[config.mk]
export PLATFORM = sky130hd
export DESIGN_NAME = prs_sequencer
export DESIGN_NICKNAME = d
export VERILOG_FILES = /design/src/shared/prs_pkg.sv /design/src/logic/prs_sync2.sv /design/src/logic/prs_counter.sv /design/src/logic/prs_sequencer.sv
export SDC_FILE = /design/constraint.sdc
export NUM_CORES = 1
export LEC_CHECK = 0
export BUFFER_PORTS_ARGS = -buffer_cell sky130_fd_sc_hd__buf_2
export CORE_ASPECT_RATIO = 1.2
export CORE_MARGIN = 5
export CORE_UTILIZATION = 45
export DETAILED_ROUTE_END_ITERATION = 6
export PLACE_DENSITY = 0.69
export SYNTH_ARGS = -nofsm -noshare
export SYNTH_HDL_FRONTEND = slang
export SYNTH_SLANG_ARGS = --single-unit
[constraint.sdc]
create_clock -name clk_i -period 2.4 [get_ports clk_i]
set_input_delay 0.12 -clock clk_i [delete_from_list [all_inputs] [get_ports clk_i]]
set_output_delay 0.12 -clock clk_i [all_outputs]
set_load 0.005 [all_outputs]
[src/shared/prs_pkg.sv]
// constants for the power-on reset sequencer
// assumes a single 100 MHz clock driving the whole block
package prs_pkg;
  localparam int unsigned CLK_MHZ          = 100;
  // input clock period in ns
  localparam int unsigned CLK_PERIOD_NS    = 10;
  // fixed sequence counts, in clock cycles
  localparam int unsigned CONFIG_CYCLES    = 1024;
  localparam int unsigned PLL_LOCK_CYCLES  = 800;
  localparam int unsigned DLL_LOCK_CYCLES  = 3073;
  localparam int unsigned HARD_HOLD_CYCLES = 512;
  localparam int unsigned SOFT_LAG_CYCLES  = 3;
  localparam int unsigned CNT_W            = 13;
  // wishbone register byte offsets
  localparam logic [3:0]  ADDR_CTRL        = 4'h0;
  localparam logic [3:0]  ADDR_STATUS      = 4'h4;
  localparam logic [3:0]  ADDR_CFGWORD     = 4'h8;
  localparam logic [3:0]  ADDR_PINS        = 4'hc;
  // ctrl register bits
  localparam int unsigned CTRL_CFG_BYTE_LSB = 0;
  localparam int unsigned CTRL_CFG_WR_BIT   = 8;
  localparam int unsigned CTRL_CLR_EXT_BIT  = 9;
  // configuration word fields
  localparam int unsigned CW_DLL_BYPASS_BIT = 0;
  localparam int unsigned CW_CLOCK_MODE_HIGH_FIELD_LSB    = 4;
  localparam int unsigned CW_CLOCK_MODE_HIGH_FIELD_W      = 4;
  localparam logic [31:0] CFG_WORD_RESET    = 32'h0000_0000;
  // boot source codes
  localparam logic [1:0]  BOOT_EXT_MEM      = 2'h0;
  localparam logic [1:0]  BOOT_HOST         = 2'h1;
  typedef enum {
    ST_HOLD, ST_CONFIG, ST_HOST_WAIT, ST_PLL, ST_DLL, ST_HARD, ST_SOFT,
    ST_RUN
  } prs_state_type;
endpackage

[src/logic/prs_sync2.sv]
// two-stage synchroniser for one level
// assumes the input may be asynchronous to clk_i
`timescale 1ns/1ns
`default_nettype none
module prs_sync2 (
  input  wire logic clk_i,
  input  wire logic rst_i,
  input  wire logic level_i,
  output logic      level_o
);
  logic meta_q;

  always_ff @(posedge clk_i) begin
    if (rst_i) begin
      meta_q  <= 1'b0;
      level_o <= 1'b0;
    end else begin
      meta_q  <= level_i;
      level_o <= meta_q;
    end
  end
endmodule
`default_nettype wire

[src/logic/prs_counter.sv]
// loadable down counter with a done flag
// assumes load and run never coincide with reset
`timescale 1ns/1ns
`default_nettype none
module prs_counter (
  input  wire logic                       clk_i,
  input  wire logic                       rst_i,
  input  wire logic                       load_i,
  input  wire logic [prs_pkg::CNT_W-1:0]  value_i,
  output logic                            done_o
);
  logic [prs_pkg::CNT_W-1:0] cnt_q;

  always_ff @(posedge clk_i) begin
    if (rst_i) begin
      cnt_q <= '0;
    end else if (load_i) begin
      cnt_q <= value_i;
    end else if (cnt_q != '0) begin
      cnt_q <= cnt_q - 1'b1;
    end
  end

  // plain compare: the load is decided from done, so no path runs back
  assign done_o = cnt_q == '0;
endmodule
`default_nettype wire

[src/logic/prs_sequencer.sv]
// power-on reset and reset configuration sequencer
// assumes all pins synchronous to clk_i except power_on_reset_n_i
`timescale 1ns/1ns
`default_nettype none
module prs_sequencer (
  input  wire logic        clk_i,
  input  wire logic        rst_i,
  input  wire logic        power_on_reset_n_i,
  input  wire logic        config_role_strap_i,
  input  wire logic        host_port_enable_strap_i,
  input  wire logic [1:0]  boot_source_strap_i,
  input  wire logic        debug_request_strap_i,
  input  wire logic [2:0]  clock_mode_pins_i,
  input  wire logic        hard_reset_n_i,
  output logic             hard_reset_n_o,
  output logic             hard_reset_n_oe_n_o,
  input  wire logic        soft_reset_n_i,
  output logic             soft_reset_n_o,
  output logic             soft_reset_n_oe_n_o,
  output logic             internal_por_o,
  output logic             clocks_enable_o,
  output logic [6:0]       pll_ratio_o,
  output logic             host_port_enabled_o,
  output logic             bus_wide_32_o,
  output logic             config_slave_o,
  output logic             boot_from_host_o,
  output logic             boot_reserved_o,
  output logic             debug_mode_o,
  output logic             dll_bypass_o,
  input  wire logic [3:0]  wb_adr_i,
  input  wire logic [31:0] wb_dat_i,
  output logic [31:0]      wb_dat_o,
  input  wire logic [3:0]  wb_sel_i,
  input  wire logic        wb_we_i,
  input  wire logic        wb_cyc_i,
  input  wire logic        wb_stb_i,
  output logic             wb_ack_o
);
  ////////////////////////////////////////////////////////////////////////
  prs_pkg::prs_state_type     state_q;
  logic                       por_sync;
  logic                       por_prev_q;
  logic                       por_rise;
  logic                       cnt_load;
  logic [prs_pkg::CNT_W-1:0]  cnt_value;
  logic                       cnt_done;
  logic [31:0]                cfg_word_q;
  logic [1:0]                 byte_idx_q;
  logic                       cfg_done_q;
  logic                       host_mode_q;
  logic                       ext_hard_q;
  logic                       ext_soft_q;
  logic                       wb_hit;
  logic                       cfg_wr;
  logic                       clr_ext;

  prs_sync2 u_por_sync (
    .clk_i   (clk_i),
    .rst_i   (rst_i),
    .level_i (power_on_reset_n_i),
    .level_o (por_sync)
  );

  always_ff @(posedge clk_i) begin
    if (rst_i) begin
      por_prev_q <= 1'b0;
    end else begin
      por_prev_q <= por_sync;
    end
  end

  assign por_rise = por_sync && !por_prev_q;

  prs_counter u_cnt (
    .clk_i   (clk_i),
    .rst_i   (rst_i),
    .load_i  (cnt_load),
    .value_i (cnt_value),
    .done_o  (cnt_done)
  );

  ////////////////////////////////////////////////////////////////////////
  // straps at release
  always_ff @(posedge clk_i) begin
    if (rst_i) begin
      host_mode_q         <= 1'b0;
      config_slave_o      <= 1'b0;
      boot_from_host_o    <= 1'b0;
      boot_reserved_o     <= 1'b0;
      host_port_enabled_o <= 1'b0;
      bus_wide_32_o       <= 1'b0;
    end else if (por_rise) begin
      host_mode_q         <= host_port_enable_strap_i;
      host_port_enabled_o <= host_port_enable_strap_i;
      bus_wide_32_o       <= host_port_enable_strap_i;
      config_slave_o      <= config_role_strap_i;
      boot_from_host_o    <= boot_source_strap_i == prs_pkg::BOOT_HOST;
      boot_reserved_o     <= boot_source_strap_i != prs_pkg::BOOT_HOST &&
                             boot_source_strap_i != prs_pkg::BOOT_EXT_MEM;
    end
  end

  ////////////////////////////////////////////////////////////////////////
  // sequence control
  // counts load one less: the cycle at zero belongs to the state too
  always_comb begin
    cnt_load  = 1'b0;
    cnt_value = '0;
    case (state_q)
      prs_pkg::ST_HOLD: begin
        cnt_load  = por_rise;
        cnt_value = prs_pkg::CNT_W'(prs_pkg::CONFIG_CYCLES - 1);
      end
      prs_pkg::ST_CONFIG, prs_pkg::ST_HOST_WAIT: begin
        cnt_load  = cnt_done && (!host_mode_q || cfg_done_q);
        cnt_value = prs_pkg::CNT_W'(prs_pkg::PLL_LOCK_CYCLES - 1);
      end
      prs_pkg::ST_PLL: begin
        cnt_load  = cnt_done;
        cnt_value = cfg_word_q[prs_pkg::CW_DLL_BYPASS_BIT] ?
                    prs_pkg::CNT_W'(prs_pkg::HARD_HOLD_CYCLES - 1) :
                    prs_pkg::CNT_W'(prs_pkg::DLL_LOCK_CYCLES - 1);
      end
      prs_pkg::ST_DLL: begin
        cnt_load  = cnt_done;
        cnt_value = prs_pkg::CNT_W'(prs_pkg::HARD_HOLD_CYCLES - 1);
      end
      prs_pkg::ST_HARD: begin
        cnt_load  = cnt_done;
        cnt_value = prs_pkg::CNT_W'(prs_pkg::SOFT_LAG_CYCLES - 1);
      end
      default: begin
        cnt_load  = 1'b0;
        cnt_value = '0;
      end
    endcase
  end

  always_ff @(posedge clk_i) begin
    if (rst_i || !por_sync) begin
      state_q <= prs_pkg::ST_HOLD;
    end else begin
      case (state_q)
        prs_pkg::ST_HOLD:
          if (por_rise) state_q <= prs_pkg::ST_CONFIG;
        prs_pkg::ST_CONFIG:
          if (cnt_done) state_q <= host_mode_q && !cfg_done_q ?
                                   prs_pkg::ST_HOST_WAIT : prs_pkg::ST_PLL;
        prs_pkg::ST_HOST_WAIT:
          if (cfg_done_q) state_q <= prs_pkg::ST_PLL;
        prs_pkg::ST_PLL:
          if (cnt_done) state_q <= cfg_word_q[prs_pkg::CW_DLL_BYPASS_BIT] ?
                                   prs_pkg::ST_HARD : prs_pkg::ST_DLL;
        prs_pkg::ST_DLL:
          if (cnt_done) state_q <= prs_pkg::ST_HARD;
        prs_pkg::ST_HARD:
          if (cnt_done) state_q <= prs_pkg::ST_SOFT;
        prs_pkg::ST_SOFT:
          if (cnt_done) state_q <= prs_pkg::ST_RUN;
        default: state_q <= state_q;
      endcase
    end
  end

  ////////////////////////////////////////////////////////////////////////
  // clock mode and debug captures
  always_ff @(posedge clk_i) begin
    if (rst_i) begin
      pll_ratio_o  <= '0;
      debug_mode_o <= 1'b0;
    end else begin
      if ((state_q == prs_pkg::ST_CONFIG ||
           state_q == prs_pkg::ST_HOST_WAIT) && cnt_load) begin
        pll_ratio_o <= {cfg_word_q[prs_pkg::CW_CLOCK_MODE_HIGH_FIELD_LSB +:
                                   prs_pkg::CW_CLOCK_MODE_HIGH_FIELD_W],
                        clock_mode_pins_i};
      end
      if (state_q == prs_pkg::ST_PLL && cnt_done) begin
        debug_mode_o <= debug_request_strap_i;
      end
    end
  end

  always_comb begin
    internal_por_o  = state_q == prs_pkg::ST_HOLD ||
                      state_q == prs_pkg::ST_CONFIG ||
                      state_q == prs_pkg::ST_HOST_WAIT;
    clocks_enable_o = !internal_por_o && state_q != prs_pkg::ST_PLL;
    dll_bypass_o    = cfg_word_q[prs_pkg::CW_DLL_BYPASS_BIT];
  end

  ////////////////////////////////////////////////////////////////////////
  // resets held through sequence
  always_comb begin
    hard_reset_n_o      = 1'b0;
    soft_reset_n_o      = 1'b0;
    hard_reset_n_oe_n_o = state_q == prs_pkg::ST_SOFT ||
                          state_q == prs_pkg::ST_RUN;
    soft_reset_n_oe_n_o = state_q == prs_pkg::ST_RUN;
  end

  always_ff @(posedge clk_i) begin
    if (rst_i) begin
      ext_hard_q <= 1'b0;
      ext_soft_q <= 1'b0;
    end else if (state_q == prs_pkg::ST_RUN) begin
      if (!hard_reset_n_i) begin
        ext_hard_q <= 1'b1;
      end else if (clr_ext) begin
        ext_hard_q <= 1'b0;
      end
      if (!soft_reset_n_i || !hard_reset_n_i) begin
        ext_soft_q <= 1'b1;
      end else if (clr_ext) begin
        ext_soft_q <= 1'b0;
      end
    end else if (clr_ext) begin
      ext_hard_q <= 1'b0;
      ext_soft_q <= 1'b0;
    end
  end

  ////////////////////////////////////////////////////////////////////////
  // wishbone slave, one registered ack per request, a cycle after the request is seen
  assign wb_hit  = wb_cyc_i && wb_stb_i && !wb_ack_o;
  // writes land at the edge where the master samples ack high
  assign cfg_wr  = wb_cyc_i && wb_stb_i && wb_ack_o && wb_we_i &&
                   wb_adr_i == prs_pkg::ADDR_CTRL &&
                   wb_sel_i[1] && wb_dat_i[prs_pkg::CTRL_CFG_WR_BIT];
  assign clr_ext = wb_cyc_i && wb_stb_i && wb_ack_o && wb_we_i &&
                   wb_adr_i == prs_pkg::ADDR_CTRL &&
                   wb_sel_i[1] && wb_dat_i[prs_pkg::CTRL_CLR_EXT_BIT];

  always_ff @(posedge clk_i) begin
    if (rst_i || !por_sync) begin
      cfg_word_q <= prs_pkg::CFG_WORD_RESET;
      byte_idx_q <= 2'h0;
      cfg_done_q <= 1'b0;
    end else if (cfg_wr && host_mode_q && !cfg_done_q &&
                 state_q != prs_pkg::ST_HOLD && wb_sel_i[0]) begin
      cfg_word_q[byte_idx_q*8 +: 8] <= wb_dat_i[7:0];
      byte_idx_q <= byte_idx_q + 2'h1;
      if (byte_idx_q == 2'h3) begin
        cfg_done_q <= 1'b1;
      end
    end
  end

  always_ff @(posedge clk_i) begin
    if (rst_i) begin
      wb_ack_o <= 1'b0;
      wb_dat_o <= '0;
    end else begin
      wb_ack_o <= wb_hit;
      wb_dat_o <= '0;
      if (wb_hit && !wb_we_i) begin
        case (wb_adr_i)
          prs_pkg::ADDR_STATUS:
            wb_dat_o <= {20'h0, ext_soft_q, ext_hard_q, debug_mode_o,
                         boot_reserved_o, boot_from_host_o, config_slave_o,
                         host_mode_q, cfg_done_q, byte_idx_q, internal_por_o,
                         clocks_enable_o};
          prs_pkg::ADDR_CFGWORD: wb_dat_o <= cfg_word_q;
          prs_pkg::ADDR_PINS:    wb_dat_o <= {25'h0, pll_ratio_o};
          default:               wb_dat_o <= '0;
        endcase
      end
    end
  end
endmodule
`default_nettype wire

==> results of run 1 <==
==> power groups by stage <==
stage                     logic [mW]  clock network (mW)  registers, mW
after floorplan                0.631                   0           1.91
after global placement         0.779                   0           1.93
after detailed placement       0.803                   0           1.93
after CTS                      0.813                1.49           1.89
after global routing           0.902                1.57           1.91
final                          0.810                1.46           1.90
==> flip-flops by register name (all words and copies together) (netlist names), 2 cells and up <==
| name | count |
|---|---|
| cfg_word_q | 32 |
| wb_dat_o | 32 |
| u_cnt.cnt_q | 13 |
| pll_ratio_o | 7 |
| state_q | 3 |
| byte_idx_q | 2 |
==> synthesized netlist by cell type, types with 2 or more instances <==
library cell	instances	area (um^2)
buf_2	8	40.04
inv_1	9	33.78
nor2_1	28	105.1
nand2b_1	2	12.51
o21ai_1	2	10.01
a222oi_1	6	60.06
dfxtp_1	101	2022
nor3_1	9	45.04
or2_2	18	112.6
nand4b_1	2	17.52
nor3b_1	2	15.01
clkbuf_1	16	60.06
buf_6	5	56.30
nor3_2	2	20.02
nor3_4	2	32.53
ha_1	6	75.07
xnor2_1	9	78.83
nor2b_1	4	25.02
nand3_1	17	85.08
or3_2	2	15.01
or2_1	6	37.54
o21a_1	4	30.03
buf_4	4	30.03
and4_2	2	20.02
and3_1	24	150.1
a21oi_1	49	245.2
nand2_1	92	345.3
a22oi_1	6	45.04
nand3_2	3	30.03
mux2i_1	8	80.08
o21ai_0	8	40.04
==> routing by layer <==
metal,wire length (um),vias to the layer above
met1,4132,1725
met4,209,0
met5,0,-
met2,5447,97
met3,641,15
li1,-,1823
==> how the worst min path moves through the flow <==
stage / slack [ns] / endpoint / start
2_1_floorplan: 0.25 / u_por_sync.meta_q$_SDFF_PP0_ / power_on_reset_n_i
3_3_place_gp: 0.34 / u_por_sync.meta_q$_SDFF_PP0_ / power_on_reset_n_i
3_5_place_dp: 0.34 / u_por_sync.meta_q$_SDFF_PP0_ / power_on_reset_n_i
4_1_cts: 0.01 / host_mode_q$_SDFFE_PP0P_ / host_port_enable_strap_i
5_1_grt: 0.02 / host_mode_q$_SDFFE_PP0P_ / host_port_enable_strap_i
6_report: 0.02 / host_mode_q$_SDFFE_PP0P_ / host_port_enable_strap_i
==> cells by family (layout without fill, tap and decap cells) <==
group | count (synthesis) | in the layout | synth area share, %
AO/OA/AOI/OAI | 90 | 90 | 13.58
other | 1 | 2 | 0.08660
multiplexers | 8 | 8 | 1.849
AND/OR/NAND/NOR | 231 | 231 | 28.69
adder cells (fa/ha/maj) | 6 | 6 | 1.734
XOR/XNOR | 10 | 10 | 2.023
buffers and inverters | 43 | 121 | 5.345
flip-flops | 101 | 101 | 46.69
==> per-stage QoR <==
| stage | std cells | hold WS [ns] |
|---|---|---|
| global route | 692 | 0.01962 |
| global placement | 675 | 0.3379 |
| detailed placement | 675 | 0.3421 |
| finish | 692 | 0.01586 |
| floorplan | 491 | 0.2482 |
| CTS | 692 | 0.01093 |
==> cell type report <==
| class | instances | area share (%) |
|---|---|---|
| Timing Repair Buffer | 95 | 10.41 |
| Clock inverter | 7 | 1.459 |
| Inverter | 10 | 0.8757 |
| Sequential cell | 101 | 39.31 |
| Multi-Input combinational cell | 347 | 40.57 |
| Tap cell | 123 | 2.992 |
| Clock buffer | 9 | 4.378 |
==> worst max-delay path: stages, from the launching register on <==
cell and delay [ns]:
dfxtp_1 0.35, inv_1 0.07, ha_1 0.19, nor3b_4 0.34, nand4b_4 0.17, a211oi_4 0.40, o211a_1 0.23, buf_12 0.14
mux2i_1 0.19
==> run summary, run 1 <==
Worst Setup Start Kind -> flip-flop
Root Buffer Master -> clkbuf_16
worst r2r src -> u_cnt.cnt_q[0]$_SDFFE_PP0P_
Avg Cell Area, Syn -> 8.838 um^2
Required @ worst endpoint -> 2.67 ns
crit path DAT -> 2.43 ns
final worst-path setup slack -> 0.2429 ns
clk buf depth -> 2
PortBufs -> 82
first-pass GRT wire length -> 17.13 mm
Max Fclk -> 463.6 MHz
Gate power share -> 19.4%
Internal -> 2.976 mW
max-capacitance violation count -> 0
FF-to-FF setup slack -> 0.24 ns
Layout area overhead -> 18.78%
Post-CTS Hold Fix Bufs -> 1
max-slew violation count -> 0
hold path depth -> 3
# DRC -> 0
RSZ-0062 raised after global routing -> no
Net count, final -> 626
drt wl/cell -> 15.07 um
final setup vio count -> 0
post-CTS setup buffer count -> 0
Final Util -> 54.34%
Power Density -> 810.9 nW/um^2
Slew @ Worst Pin -> 0.9781 ns
Seq/Total Area, Yosys -> 46.69%
clk sinks -> 101
YS warnings -> 0
Seq cells post-synth -> 101
diode count -> 0
pin count of the biggest net entering global routing -> 33
Max-slew headroom -> 34.51%
H-Tree Depth -> 3
Mapped Area -> 4330 um^2
NetSw -> 1.195 mW
Global Route met1 Usage -> 21.02%
vias in the first global route -> 3528
GR Util met3 -> 4.979%
core footprint -> 9467 um^2
clock latency on the worst-skew pair -> 0.34 ns
CP endpoint kind -> flip-flop
Synth Flop Type -> dfxtp_1
I/O pin total -> 109
dpl ws -> 0.2512 ns
Worst VDD drop -> 0.6047 mV
clock slew at reported path FFs -> 0.07 ns
CTS tree -> done
final hold vios -> 0
Die H -> 117.5 um
# fillers -> 886
Synth cell types -> 65
crit path kind -> reg -> reg
final period utilization -> 89.88%
Post-DRT Antenna Nets -> 0
sequential share of power -> 45.5%
DIE AREA -> 11690 um^2
crit path launch -> u_cnt.cnt_q[0]$_SDFFE_PP0P_
initial antenna violation count -> 0
Clock power frac -> 35.1%
met2 track demand over resource -> 31.30%
LEAKAGE -> 2.056 nW
Site Rows -> 39
ys async rst share -> 0%
Tightest Hold Check Type -> in -> reg
Chip Width -> 99.55 um
Critical Path Sink -> pll_ratio_o[3]$_SDFFE_PP0P_
Fin Setup TNS -> 0 ns
PostCTS Resize Cnt -> 0
Net Sw Frac -> 28.66%
status -> completed
routability cong. -> 0.9055
Top Usage Layer GRT -> met2
critical path fanouts, max -> 7
vias per cell -> 5.289
Multi-input gate area -> 2087 um^2
post-route cell area -> 5144 um^2
most frequent cells in the layout -> 101 x dfxtp_1, 92 x nand2_1, 82 x buf_2
total global routing overflow -> 0
clock skew -> 0.008902 ns
commonest non-fill, non-tap cell in the layout -> dfxtp_1
Final min period -> 2.157 ns
total CTS buffers -> 9
dpl cell area -> 4833 um^2
final WL -> 10.43 mm
GRT Overall Usage -> 18.17%
DR iter-0 viols -> 150
worst reg2reg path depth -> 8
EDFF count, synth -> 0
Design Power -> 4.171 mW
Vias -> 3660
synthesized instance count -> 490
Reg area -> 2022 um^2
worst r2r dst -> pll_ratio_o[3]$_SDFFE_PP0P_
share of cells above drive strength 1 -> 26.89%
DP HPWL -> 7.797 mm
drt pass-1 iters -> 5
Initial Util -> 45.74%
Power figures use the tool's default switching activity.
==> inputs of run 2 (changes only) <==
- SYNTH_HIERARCHICAL: unset -> 1
- clock period: 2.4 -> 2.1 ns (I/O delays scaled with it)
==> run summary, run 2 <==
status -> finished, violations left
failing checks -> setup timing
Net count, final -> 638
I/O pin total -> 109
Chip Width -> 99.64 um
ys async rst share -> 0%
Max Fclk -> 463.7 MHz
RSZ-0062 raised after global routing -> yes
Required @ worst endpoint -> 2.32 ns
share of cells above drive strength 1 -> 30.00%
Area contributors post-synth -> dfxtp_1 47%, mux2i_1 9.9%, nand2_1 4.7%, nand3_1 4.0%, and2_1 3.0%
initial antenna violation count -> 0
commonest non-fill, non-tap cell in the layout -> dfxtp_1
H-Tree Depth -> 3
Site Rows -> 39
clock slew at reported path FFs -> 0.07 ns
Mapped Area -> 4339 um^2
Final Util -> 58.45%
Post-synth top cells -> 101 x dfxtp_1, 54 x nand2_1, 43 x mux2i_1
Largest regs -> cfg_word_q x32, wb_dat_o x32, u_cnt/cnt_q x13
Root Buffer Master -> clkbuf_16
Synth Flop Type -> dfxtp_1
crit path DAT -> 2.37 ns
pin count of the biggest net entering global routing -> 69
clock latency on the worst-skew pair -> 0.34 ns
share of the synthesized area in the top cell type -> 46.60%
FF-to-FF setup slack -> -0.06 ns
core footprint -> 9467 um^2
clk sinks -> 101
post-synthesis adder-cell area fraction -> 2.249%
cell taking the most area after synthesis -> dfxtp_1
drt pass-1 iters -> 4
clock skew -> 0.006237 ns
Avg Cell Area, Syn -> 9.292 um^2
clk buf depth -> 2
highest metal used -> met4
Final min period -> 2.156 ns
LEAKAGE -> 2.237 nW
Net Sw Frac -> 27.03%
Vias -> 3600
vias per cell -> 5.121
Worst Setup Start Kind -> flip-flop
most frequent cells in the layout -> 99 x dfxtp_1, 82 x buf_2, 53 x nand2_1
Max-slew headroom -> 31.22%
synthesized instance count -> 467
# DRC -> 0
Tightest Hold Check Type -> in -> reg
fin cells -> 703
sequential share of power -> 40.6%
total global routing overflow -> 0
crit path kind -> reg -> reg
NetSw -> 1.416 mW
PortBufs -> 82
Internal -> 3.821 mW
critical path fanouts, max -> 6
final WL -> 10.84 mm
metal1 wirelength -> 4.994 mm
DP HPWL -> 7.560 mm
Synth Area in Simple Gates -> 24.08%
EDFF count, synth -> 0
Layout area overhead -> 27.51%
top-count cell post-synth -> dfxtp_1
CP endpoint kind -> flip-flop
max-slew violation count -> 0
Clock power frac -> 33.6%
final worst-path setup slack -> -0.05639 ns
final hold vios -> 0
routability cong. -> 0.8480
post-placement cell count -> 675
max-capacitance violation count -> 0
Gate power share -> 25.8%
Die H -> 117.6 um
WL met2 -> 5.217 mm
Power Density -> 946.5 nW/um^2
drt wl/cell -> 15.42 um
Slew @ Worst Pin -> 1.030 ns
xor/xnor share of the synthesized area -> 1.211%
# fillers -> 858
final period utilization -> 102.7%
diode count -> 0
total CTS buffers -> 9
vias in the first global route -> 3576
met3 WL post-DR -> 536 um
post-synthesis compound-gate area fraction -> 9.112%
Seq/Total Area, Yosys -> 46.60%
Worst VDD drop -> 0.5696 mV
final setup vio count -> 18
DIE AREA -> 11710 um^2
GRT Overall Usage -> 18.79%
DR iter-0 viols -> 188
first-pass GRT wire length -> 17.74 mm
Synth cell types -> 53
fraction of synthesized area in multiplexers -> 11.74%
Seq cells post-synth -> 101
YS warnings -> 6
Post-DRT Antenna Nets -> 0
CTS tree -> done
largest family of logic cells by synthesized area -> simple AND/OR/NAND/NOR gates
Initial Util -> 45.84%
-- run 2: changes by cell type in the layout (fill, tap and decap cells not counted), sizes merged, moves of 7 or more --
| cell | change |
|---|---|
| nand3 | +15 |
| buf | +28 |
| or2 | -19 |
| and3 | -18 |
| a21oi | -34 |
| mux2 | +7 |
| nor3 | -7 |
| nand2 | -38 |
| and2 | +20 |
| mux2i | +35 |
-- run 2: worst paths after layout --
| check | startpoint | end | cells after the start |
|---|---|---|---|
| max | u_cnt/cnt_q[1]$_SDFFE_PP0P_ | u_cnt/cnt_q[4]$_SDFFE_PP0P_ | 11 |
| min | boot_source_strap_i[1] | boot_reserved_o$_SDFFE_PP0P_ | 3 |
| max reg2reg | u_cnt/cnt_q[1]$_SDFFE_PP0P_ | u_cnt/cnt_q[4]$_SDFFE_PP0P_ | 11 |
| min reg2reg | u_por_sync/meta_q$_SDFF_PP0_ | u_por_sync/level_o$_SDFF_PP0_ | 1 |
-- run 2: layout make-up --
class | instances | area [um^2] | share of cell area (%)
Tap cell | 123 | 153.9 | 2.782
Multi-Input combinational cell | 326 | 2203 | 39.82
Clock buffer | 11 | 232.7 | 4.206
Timing Repair Buffer | 128 | 797.0 | 14.41
Clock inverter | 5 | 85.08 | 1.538
Inverter | 9 | 36.28 | 0.6558
Sequential cell | 101 | 2024 | 36.59
-- run 2: metal layers --
metal	global-route usage, %	vias up
li1	-	1826
met4	5.807	0
met2	29.58	99
met1	25.67	1669
met5	0	-
met3	4.031	6
-- run 2: cell families after synthesis --
group           count (synthesis)
fa+ha+maj                       8
simple gates                  197
xor+xnor                        6
mux                            50
compound gates                 62
flops                         101
buf+inv                        42
other cells                     1
-- run 2: worst max-delay path, cell delays in order (launching register included) --
cell,delay (ns)
dfxtp_2,0.32
inv_2,0.07
ha_4,0.13
or4b_4,0.47
nor4_4,0.20
buf_6,0.18
a21oi_4,0.06
o21ai_4,0.17
buf_6,0.16
buf_4,0.12
or3_1,0.09
a21oi_1,0.06
-- run 2: repair_timing --
item / in CTS / in global routing
cloned: 1 / 0
resized for setup: 11 / 11
endpoints found under the hold margin: 6 / 0
hold buffers: 6 / 0
setup endpoints to repair: 20 / 20
pin swaps: 3 / 2
setup buffers: 3 / 2
-- run 2: metrics by stage --
stage	setup TNS [ns]	setup WS [ns]	hold WS (ns)	cell area (um^2)	power, mW
floorplan	-3.385	-0.2235	0.1741	4410	2.981
global placement	-1.562	-0.1116	0.3212	5024	3.324
detailed placement	-2.009	-0.1391	0.3348	5024	3.361
CTS	-0.1038	-0.02842	0.01031	5470	5.203
global route	-3.318	-0.1991	0.01850	5533	5.521
finish	-0.6824	-0.05639	0.01818	5533	5.237
-- run 2: power groups by stage --
stage	combinational, mW	sequential [mW]	clock, mW
finish	1.35	2.13	1.76
floorplan	0.809	2.17	0
global placement	1.16	2.16	0
global route	1.48	2.15	1.89
detailed placement	1.19	2.17	0
CTS	1.28	2.13	1.80
